==> src/srafe_pkg.sv <==
package srafe_pkg;

  // ---------------------------------------------------------------
  // serial framing
  // ---------------------------------------------------------------
  localparam int CMD_BITS = 8;
  localparam int SHORT_BITS = 8;
  localparam int LONG_BITS = 24;
  localparam int RESYNC_ONES = 32;
  localparam logic [4:0] LAST_CMD = 5'(CMD_BITS - 1);
  localparam logic [4:0] LAST_SHORT = 5'(SHORT_BITS - 1);
  localparam logic [4:0] LAST_LONG = 5'(LONG_BITS - 1);

  // ---------------------------------------------------------------
  // register select codes and reset values
  // ---------------------------------------------------------------
  localparam logic [2:0] SEL_COMM = 3'h0;
  localparam logic [2:0] SEL_MODE = 3'h1;
  localparam logic [2:0] SEL_FHI = 3'h2;
  localparam logic [2:0] SEL_FLO = 3'h3;
  localparam logic [2:0] SEL_TEST = 3'h4;
  localparam logic [2:0] SEL_DATA = 3'h5;
  localparam logic [2:0] SEL_ZERO = 3'h6;
  localparam logic [2:0] SEL_FULL = 3'h7;
  localparam logic [2:0] CH_RST = 3'h4;
  localparam logic [7:0] MODE_RST = 8'h00;
  localparam logic [7:0] FHI_RST = 8'h00;
  localparam logic [7:0] FLO_RST = 8'h00;
  localparam logic [7:0] TEST_RST = 8'h00;
  localparam logic [23:0] COEF_RST = 24'h000000;
  localparam int CAL_PAIRS = 3;

  // ---------------------------------------------------------------
  // types
  // ---------------------------------------------------------------
  typedef enum logic [1:0] {
    SRAFE_IDLE = 2'b00,
    SRAFE_WR = 2'b01,
    SRAFE_RD = 2'b10
  } srafe_state_e;

  typedef struct packed {
    logic write_gate_bit;
    logic [2:0] register_select;
    logic rd;
    logic [2:0] input_pair_select;
  } srafe_cmd_s;

  // channel code to calibration pair
  function automatic logic [1:0] srafe_pair(input logic [2:0] ch);
    case (ch)
      3'h0, 3'h4: srafe_pair = 2'h0;
      3'h1, 3'h5: srafe_pair = 2'h1;
      default: srafe_pair = 2'h2;
    endcase
  endfunction : srafe_pair

endpackage : srafe_pkg

==> src/srafe_sclk_front.sv <==
module srafe_sclk_front
  import srafe_pkg::*;
(
  input wire logic clk,
  input wire logic nrst,
  input wire logic sclk,
  input wire logic din,
  output logic rise_q,
  output logic fall_q,
  output logic din_q,
  output logic resync_q
);

  // ---------------------------------------------------------------
  // edge detect and ones counter
  // ---------------------------------------------------------------
  logic sclk_q;
  logic [5:0] ones_q;
  logic rise_d;
  logic fall_d;
  logic resync_d;
  logic [5:0] ones_d;

  always_comb begin
    rise_d = sclk && !sclk_q;
    fall_d = !sclk && sclk_q;
    resync_d = 1'b0;
    ones_d = ones_q;
    if (rise_d) begin
      if (!din) begin
        ones_d = 6'h00;
      end else if (ones_q == 6'(RESYNC_ONES - 1)) begin
        // a full run of ones restarts the count for the next run
        resync_d = 1'b1;
        ones_d = 6'h00;
      end else begin
        ones_d = ones_q + 6'h01;
      end
    end
  end

  // idle-high clock assumed: reset value avoids a false edge
  always_ff @(posedge clk or negedge nrst) begin
    if (!nrst) begin
      sclk_q <= 1'b1;
      ones_q <= 6'h00;
      rise_q <= 1'b0;
      fall_q <= 1'b0;
      din_q <= 1'b0;
      resync_q <= 1'b0;
    end else begin
      sclk_q <= sclk;
      ones_q <= ones_d;
      rise_q <= rise_d;
      fall_q <= fall_d;
      din_q <= din;
      resync_q <= resync_d;
    end
  end

endmodule : srafe_sclk_front

==> src/srafe_top.sv <==
module srafe_top
  import srafe_pkg::*;
(
  input wire logic clk,
  input wire logic nrst,
  input wire logic sclk,
  input wire logic din,
  input wire logic [23:0] conv_data,
  input wire logic conversion_ready_n,
  output logic dout_q,
  output logic dout_oe_q,
  output logic [2:0] input_pair_select_q,
  output logic [7:0] mode_q,
  output logic [7:0] filter_high_q,
  output logic [7:0] filter_low_q,
  output logic [7:0] test_q,
  output logic [23:0] zero_coef_q,
  output logic [23:0] full_coef_q
);

  // ---------------------------------------------------------------
  // serial clock front end
  // ---------------------------------------------------------------
  logic rise;
  logic fall;
  logic din_s;
  logic resync;

  srafe_sclk_front u_front (
    .clk(clk),
    .nrst(nrst),
    .sclk(sclk),
    .din(din),
    .rise_q(rise),
    .fall_q(fall),
    .din_q(din_s),
    .resync_q(resync)
  );

  // ---------------------------------------------------------------
  // state
  // ---------------------------------------------------------------
  srafe_state_e st_q, st_d;
  srafe_cmd_s cmd_q, cmd_d;
  logic [4:0] cnt_q, cnt_d;
  logic [4:0] last_q, last_d;
  logic [23:0] sh_q, sh_d;
  logic [23:0] out_q, out_d;
  logic dout_d;
  logic oe_d;
  logic [7:0] mode_d, fhi_d, flo_d, test_d;
  logic [23:0] zero_q [CAL_PAIRS];
  logic [23:0] full_q [CAL_PAIRS];
  logic [23:0] zero_d [CAL_PAIRS];
  logic [23:0] full_d [CAL_PAIRS];
  logic [23:0] zc_d, fc_d;
  logic [23:0] word;
  srafe_cmd_s ncmd;
  logic [23:0] rdval;
  logic [1:0] npair;

  always_comb begin
    st_d = st_q;
    cmd_d = cmd_q;
    cnt_d = cnt_q;
    last_d = last_q;
    sh_d = sh_q;
    out_d = out_q;
    dout_d = dout_q;
    oe_d = dout_oe_q;
    mode_d = mode_q;
    fhi_d = filter_high_q;
    flo_d = filter_low_q;
    test_d = test_q;
    zero_d = zero_q;
    full_d = full_q;
    word = {sh_q[22:0], din_s};
    ncmd = srafe_cmd_s'(word[7:0]);
    npair = srafe_pair(ncmd.input_pair_select);
    // left aligned so every width leaves msb first
    case (ncmd.register_select)
      SEL_COMM: rdval = {conversion_ready_n, word[6:0], 16'h0000};
      SEL_MODE: rdval = {mode_q, 16'h0000};
      SEL_FHI: rdval = {filter_high_q, 16'h0000};
      SEL_FLO: rdval = {filter_low_q, 16'h0000};
      SEL_TEST: rdval = {test_q, 16'h0000};
      SEL_DATA: rdval = conv_data;
      SEL_ZERO: rdval = zero_q[npair];
      default: rdval = full_q[npair];
    endcase
    if (resync) begin
      st_d = SRAFE_IDLE;
      cnt_d = 5'h00;
      oe_d = 1'b0;
    end else if (rise) begin
      case (st_q)
        SRAFE_IDLE: begin
          // a leading one holds at bit zero
          if (!(cnt_q == 5'h00 && din_s)) begin
            sh_d = word;
            if (cnt_q == LAST_CMD) begin
              cmd_d = ncmd;
              cnt_d = 5'h00;
              last_d = (ncmd.register_select >= SEL_DATA) ?
                       LAST_LONG : LAST_SHORT;
              if (ncmd.rd) begin
                st_d = SRAFE_RD;
                dout_d = rdval[23];
                out_d = {rdval[22:0], 1'b0};
                oe_d = 1'b1;
              end else begin
                st_d = SRAFE_WR;
              end
            end else begin
              cnt_d = cnt_q + 5'h01;
            end
          end
        end
        SRAFE_WR: begin
          sh_d = word;
          if (cnt_q == last_q) begin
            st_d = SRAFE_IDLE;
            cnt_d = 5'h00;
            case (cmd_q.register_select)
              SEL_COMM: cmd_d.input_pair_select = word[2:0];
              SEL_MODE: mode_d = word[7:0];
              SEL_FHI: fhi_d = word[7:0];
              SEL_FLO: flo_d = word[7:0];
              SEL_TEST: test_d = word[7:0];
              SEL_ZERO:
                zero_d[srafe_pair(cmd_q.input_pair_select)] = word;
              SEL_FULL:
                full_d[srafe_pair(cmd_q.input_pair_select)] = word;
              default: ; // result register is read only
            endcase
          end else begin
            cnt_d = cnt_q + 5'h01;
          end
        end
        SRAFE_RD: begin
          if (cnt_q == last_q) begin
            st_d = SRAFE_IDLE;
            cnt_d = 5'h00;
            oe_d = 1'b0;
          end else begin
            cnt_d = cnt_q + 5'h01;
          end
        end
        default: begin
          st_d = SRAFE_IDLE;
          cnt_d = 5'h00;
        end
      endcase
    end else if (fall && st_q == SRAFE_RD) begin
      dout_d = out_q[23];
      out_d = {out_q[22:0], 1'b0};
    end
    zc_d = zero_d[srafe_pair(cmd_d.input_pair_select)];
    fc_d = full_d[srafe_pair(cmd_d.input_pair_select)];
  end

  always_ff @(posedge clk or negedge nrst) begin
    if (!nrst) begin
      st_q <= SRAFE_IDLE;
      cmd_q <= srafe_cmd_s'({1'b0, SEL_COMM, 1'b0, CH_RST});
      cnt_q <= 5'h00;
      last_q <= LAST_SHORT;
      sh_q <= 24'h000000;
      out_q <= 24'h000000;
      dout_q <= 1'b0;
      dout_oe_q <= 1'b0;
      input_pair_select_q <= CH_RST;
      mode_q <= MODE_RST;
      filter_high_q <= FHI_RST;
      filter_low_q <= FLO_RST;
      test_q <= TEST_RST;
      zero_coef_q <= COEF_RST;
      full_coef_q <= COEF_RST;
      for (int i = 0; i < CAL_PAIRS; i++) begin
        zero_q[i] <= COEF_RST;
        full_q[i] <= COEF_RST;
      end
    end else begin
      st_q <= st_d;
      cmd_q <= cmd_d;
      cnt_q <= cnt_d;
      last_q <= last_d;
      sh_q <= sh_d;
      out_q <= out_d;
      dout_q <= dout_d;
      dout_oe_q <= oe_d;
      input_pair_select_q <= cmd_d.input_pair_select;
      mode_q <= mode_d;
      filter_high_q <= fhi_d;
      filter_low_q <= flo_d;
      test_q <= test_d;
      zero_coef_q <= zc_d;
      full_coef_q <= fc_d;
      zero_q <= zero_d;
      full_q <= full_d;
    end
  end
endmodule : srafe_top

==> config.mk <==
export PLATFORM = sky130hd
export DESIGN_NAME = srafe_top
export DESIGN_NICKNAME = d
export VERILOG_FILES = /design/src/srafe_pkg.sv /design/src/srafe_sclk_front.sv /design/src/srafe_top.sv
export SDC_FILE = /design/constraint.sdc
export NUM_CORES = 1
export LEC_CHECK = 0
export BUFFER_PORTS_ARGS = -buffer_cell sky130_fd_sc_hd__buf_4
export CAP_MARGIN = 20
export CORE_MARGIN = 2
export CORE_UTILIZATION = 41
export DETAILED_ROUTE_END_ITERATION = 8
export PLACE_DENSITY = 0.6
export SLEW_MARGIN = 20
export SYNTH_ARGS = -nofsm -noshare
export SYNTH_HDL_FRONTEND = slang
export SYNTH_SLANG_ARGS = --single-unit
==> constraint.sdc <==
create_clock -name clk -period 3.3 [get_ports clk]
set_input_delay 0.165 -clock clk [delete_from_list [all_inputs] [get_ports clk]]
set_output_delay 0.165 -clock clk [all_outputs]
set_load 0.02 [all_outputs]
==> flow_summary.json <==
{
  "sequentialPowerShare": 0.415,
  "clock_insertion_delay_worst_skew_ns": 0.51,
  "start_util": 0.413,
  "routed_wire_length_mm": 35.6,
  "cts.root.buffer_cell": "sky130_fd_sc_hd__clkbuf_16",
  "post_syn_area_per_cell_um2": 13.1,
  "grt_max_degree": 94,
  "async_reset_ff_frac": 1.00,
  "pwr-share-clk": 0.349,
  "hold_start": "conv_data[0]",
  "grt_first_pass_wirelength_mm": 56.3,
  "area.growth.synth_to_final_pct": 18.5,
  "fp.dieArea_um2": 36000,
  "setup.reg_to_reg.worst_slack_ns": 0.46,
  "min_path_cells": 3,
  "cts.repair_timing.setup_buffer_count": 0,
  "post_route_cells_drive_above_1_share": 0.424,
  "internal_power_w": 0.00752,
  "fin_nets": 1221,
  "synth_largest_type_area_fraction": 0.522,
  "antennaDiodeCount": 0,
  "power_density_nw_per_um2": 658,
  "timing.critical_path.required_ns": 3.69,
  "number_of_drc_violations_after_detailed_routing_iteration_0": 530,
  "worstHoldEndpoint": "out_q[1]$_DFFE_PN0P_",
  "postSynthNetCount": 1114,
  "core_area_um2": 34300,
  "vdd_drop_max_mv": 0.345,
  "clockBufferDepth": 3,
  "globalRouteOverflowTotal": 0,
  "layoutNonFillerInstCount": 1666,
  "maxCapViolCount": 0,
  "cts_made_buffers": 35,
  "die-height_um": 190,
  "dp_cells": 1600,
  "clkTransAtPathRegs_ns": 0.06,
  "slew-limit-headroom": 0.383,
  "grt_setup_unrepaired": "false",
  "endpoint_class_of_the_critical_path": "flop",
  "io_pins": 114,
  "period_minus_slack_ns": 2.84,
  "critical_path.max_fanout": 24,
  "cts-htree-levels": 2,
  "routed_via_density": 5.41,
  "synth.distinct_cells": 60,
  "wl_per_cell_um": 21.4,
  "max_slew_violations": 0,
  "timing.setup.tns_ns": 0,
  "grt.total_usage": 0.202,
  "route.antenna.remaining_nets": 0,
  "crit-reg2reg-capture": "full_coef_q[3]$_DFF_PN0_",
  "cts_tree": "built",
  "clock_skew_ns": 0.0173,
  "io_buffers": 113,
  "combPwrFrac": 0.236,
  "final-setup-viol-count": 0,
  "swShare": 0.318,
  "library_cell_with_the_highest_instance_count_after_synthesis": "sky130_fd_sc_hd__dfrtp_1",
  "synth_top_cell_by_area": "sky130_fd_sc_hd__dfrtp_1",
  "final_routed_drc_violation_total": 0,
  "vias": 9017,
  "leakage_nw": 8.31,
  "gp_routability_congestion": 0.781,
  "ys_dominant_reg_cell": "sky130_fd_sc_hd__dfrtp_1",
  "arrival_ns": 3.24,
  "antenna_found_initial": 0,
  "hold_slack_ns": 0.0668,
  "synth_area_um2": 14100,
  "floorplan.rows": 68,
  "ys_warn_count": 0,
  "die-width_um": 190,
  "timing.rr.start": "cnt_q[1]$_DFFE_PN0P_",
  "hold_class": "input pin to flop",
  "status": "finished clean",
  "worstSetupStartpointType": "flop",
  "r2r_cells": 7,
  "filler_cell_count": 3068,
  "timing_hold_violations_final": 0,
  "ys_top_cells_by_area": "sky130_fd_sc_hd__dfrtp_1 (52%), sky130_fd_sc_hd__mux2_2 (20%), sky130_fd_sc_hd__mux4_2 (4.1%), sky130_fd_sc_hd__mux2_4 (2.1%), sky130_fd_sc_hd__nor2b_1 (1.6%)",
  "flop_and_latch_count_out_of_synthesis": 297,
  "first_global_vias": 9371,
  "numClockSinks": 297,
  "netSwitchingPower_w": 0.00350,
  "syn-instance-count": 1078,
  "max_freq_ghz": 0.352,
  "detailed_place_hpwl_mm": 22.8,
  "worst-setup-path-type": "flop to flop",
  "dr.pass1.iters": 5,
  "synth-edff-count": 0,
  "synth_common_cells": "sky130_fd_sc_hd__dfrtp_1 (295), sky130_fd_sc_hd__mux2_2 (254), sky130_fd_sc_hd__clkbuf_1 (47)",
  "timing_worst_slew_pin_value_ns": 0.925,
  "final_min_period_over_clock_period": 0.862,
  "synth.yosys.seq_area_share": 0.526
}
-- area by class of cell --
type | count | area [um2] | share of cell area
multi-input combinational | 675 | 6280 | 0.374
clock inverter | 7 | 63.8 | 0.00381
tap | 455 | 569 | 0.0340
timing repair buffer | 148 | 1210 | 0.0724
clock buffer | 56 | 1100 | 0.0655
sequential | 297 | 7440 | 0.444
inverter | 28 | 105 | 0.00627
-- flip-flops by register name (all words and copies together), names as in the netlist, named ones only --
| register | flops |
|---|---|
| cmd_q | 5 |
| cnt_q | 5 |
| dout_oe_q | 1 |
| dout_q | 1 |
| filter_high_q | 8 |
| filter_low_q | 8 |
| full_coef_q | 24 |
| full_q | 72 |
| last_q | 1 |
| mode_q | 8 |
| out_q | 23 |
| sh_q | 23 |
| st_q | 2 |
| test_q | 8 |
| u_front.din_q | 1 |
| u_front.fall_q | 1 |
| u_front.ones_q | 6 |
| u_front.resync_q | 1 |
| u_front.rise_q | 1 |
| u_front.sclk_q | 1 |
| zero_coef_q | 24 |
| zero_q | 72 |
-- how the worst max path moves through the flow --
stage                    startpoint                   endpoint  cells past startpoint
6_report       cnt_q[1]$_DFFE_PN0P_   full_coef_q[3]$_DFF_PN0_                      7
5_1_grt        cnt_q[0]$_DFFE_PN0P_   full_coef_q[6]$_DFF_PN0_                      7
4_1_cts        cnt_q[0]$_DFFE_PN0P_   full_coef_q[6]$_DFF_PN0_                      7
3_5_place_dp   cnt_q[0]$_DFFE_PN0P_  full_coef_q[16]$_DFF_PN0_                      7
3_3_place_gp   cnt_q[0]$_DFFE_PN0P_   full_coef_q[6]$_DFF_PN0_                      7
2_1_floorplan  cnt_q[0]$_DFFE_PN0P_  full_coef_q[22]$_DFF_PN0_                      8
-- logic make-up after synthesis --
logic type	synth area share
compound gates	0.0712
simple gates	0.0701
flops	0.526
fa+ha+maj	0.00619
buf+inv	0.0330
xor+xnor	0.000619
mux	0.293
-- per-layer routing --
layer | share of wire | vias up | global-route usage
met2 | 0.46 | 201 | 0.312
met1 | 0.48 | 4654 | 0.301
li1 | - | 4118 | -
met4 | 0.016 | 0 | 0.0438
met3 | 0.045 | 44 | 0.0332
met5 | 0 | - | 0
-- worst max-delay path: stages, from the launching register on --
cell and delay, ns:
sky130_fd_sc_hd__dfrtp_1 0.37, sky130_fd_sc_hd__ha_1 0.21, sky130_fd_sc_hd__and3b_2 0.24, sky130_fd_sc_hd__and4_1 0.44, sky130_fd_sc_hd__nand3b_4 0.47, sky130_fd_sc_hd__mux2_1 0.50
sky130_fd_sc_hd__mux2_2 0.26, sky130_fd_sc_hd__mux2_2 0.25
-- stage by stage --
| step | setup slack [ns] | total power (W) | cell area, um2 | util |
|---|---|---|---|---|
| floorplan | 0.819 | 0.00619 | 14100 | - |
| global placement | 0.513 | 0.00725 | 15600 | 0.454 |
| detailed placement | 0.432 | 0.00727 | 15600 | 0.454 |
| CTS | 0.430 | 0.0112 | 16800 | 0.489 |
| global route | 0.313 | 0.0116 | 16800 | 0.489 |
| finish | 0.455 | 0.0110 | 16800 | 0.489 |
-- power by group through the flow --
stage / logic [W] / clock network (W) / registers, W
final: 0.00260 / 0.00385 / 0.00458
after detailed placement: 0.00263 / 0 / 0.00464
after global routing: 0.00284 / 0.00410 / 0.00466
after floorplan: 0.00173 / 0 / 0.00445
after CTS: 0.00264 / 0.00394 / 0.00458
after global placement: 0.00261 / 0 / 0.00464
-- layout by cell type, fill, tap and decap left out, types with 3 or more instances in the layout --
cell                            count
sky130_fd_sc_hd__o221ai_1          15
sky130_fd_sc_hd__mux2_4            20
sky130_fd_sc_hd__a22oi_1           16
sky130_fd_sc_hd__dfrtp_1          293
sky130_fd_sc_hd__mux2i_1           20
sky130_fd_sc_hd__nor2b_1           36
sky130_fd_sc_hd__and3_1             5
sky130_fd_sc_hd__buf_12             7
sky130_fd_sc_hd__clkbuf_8          10
sky130_fd_sc_hd__nand2_1           35
sky130_fd_sc_hd__dlygate4sd3_1      3
sky130_fd_sc_hd__o21ai_0           30
sky130_fd_sc_hd__o31ai_1           25
sky130_fd_sc_hd__ha_1               7
sky130_fd_sc_hd__clkbuf_1           9
sky130_fd_sc_hd__mux4_2            26
sky130_fd_sc_hd__a211o_1            5
sky130_fd_sc_hd__nand3_1           12
sky130_fd_sc_hd__inv_1             28
sky130_fd_sc_hd__clkinv_2           5
sky130_fd_sc_hd__buf_4            137
sky130_fd_sc_hd__a21oi_1           14
sky130_fd_sc_hd__clkbuf_16         37
sky130_fd_sc_hd__o21a_1            16
sky130_fd_sc_hd__nor3_1             5
sky130_fd_sc_hd__mux2_2           254
sky130_fd_sc_hd__nand2b_1          28
sky130_fd_sc_hd__mux2_1            18
sky130_fd_sc_hd__nor2_1            45
-- timing repair --
item	CTS	global route
hold buffers	3	0
gates resized for setup	0	0
hold endpoints to repair	95	0
Note: power is estimated with default switching activity, not from simulation.
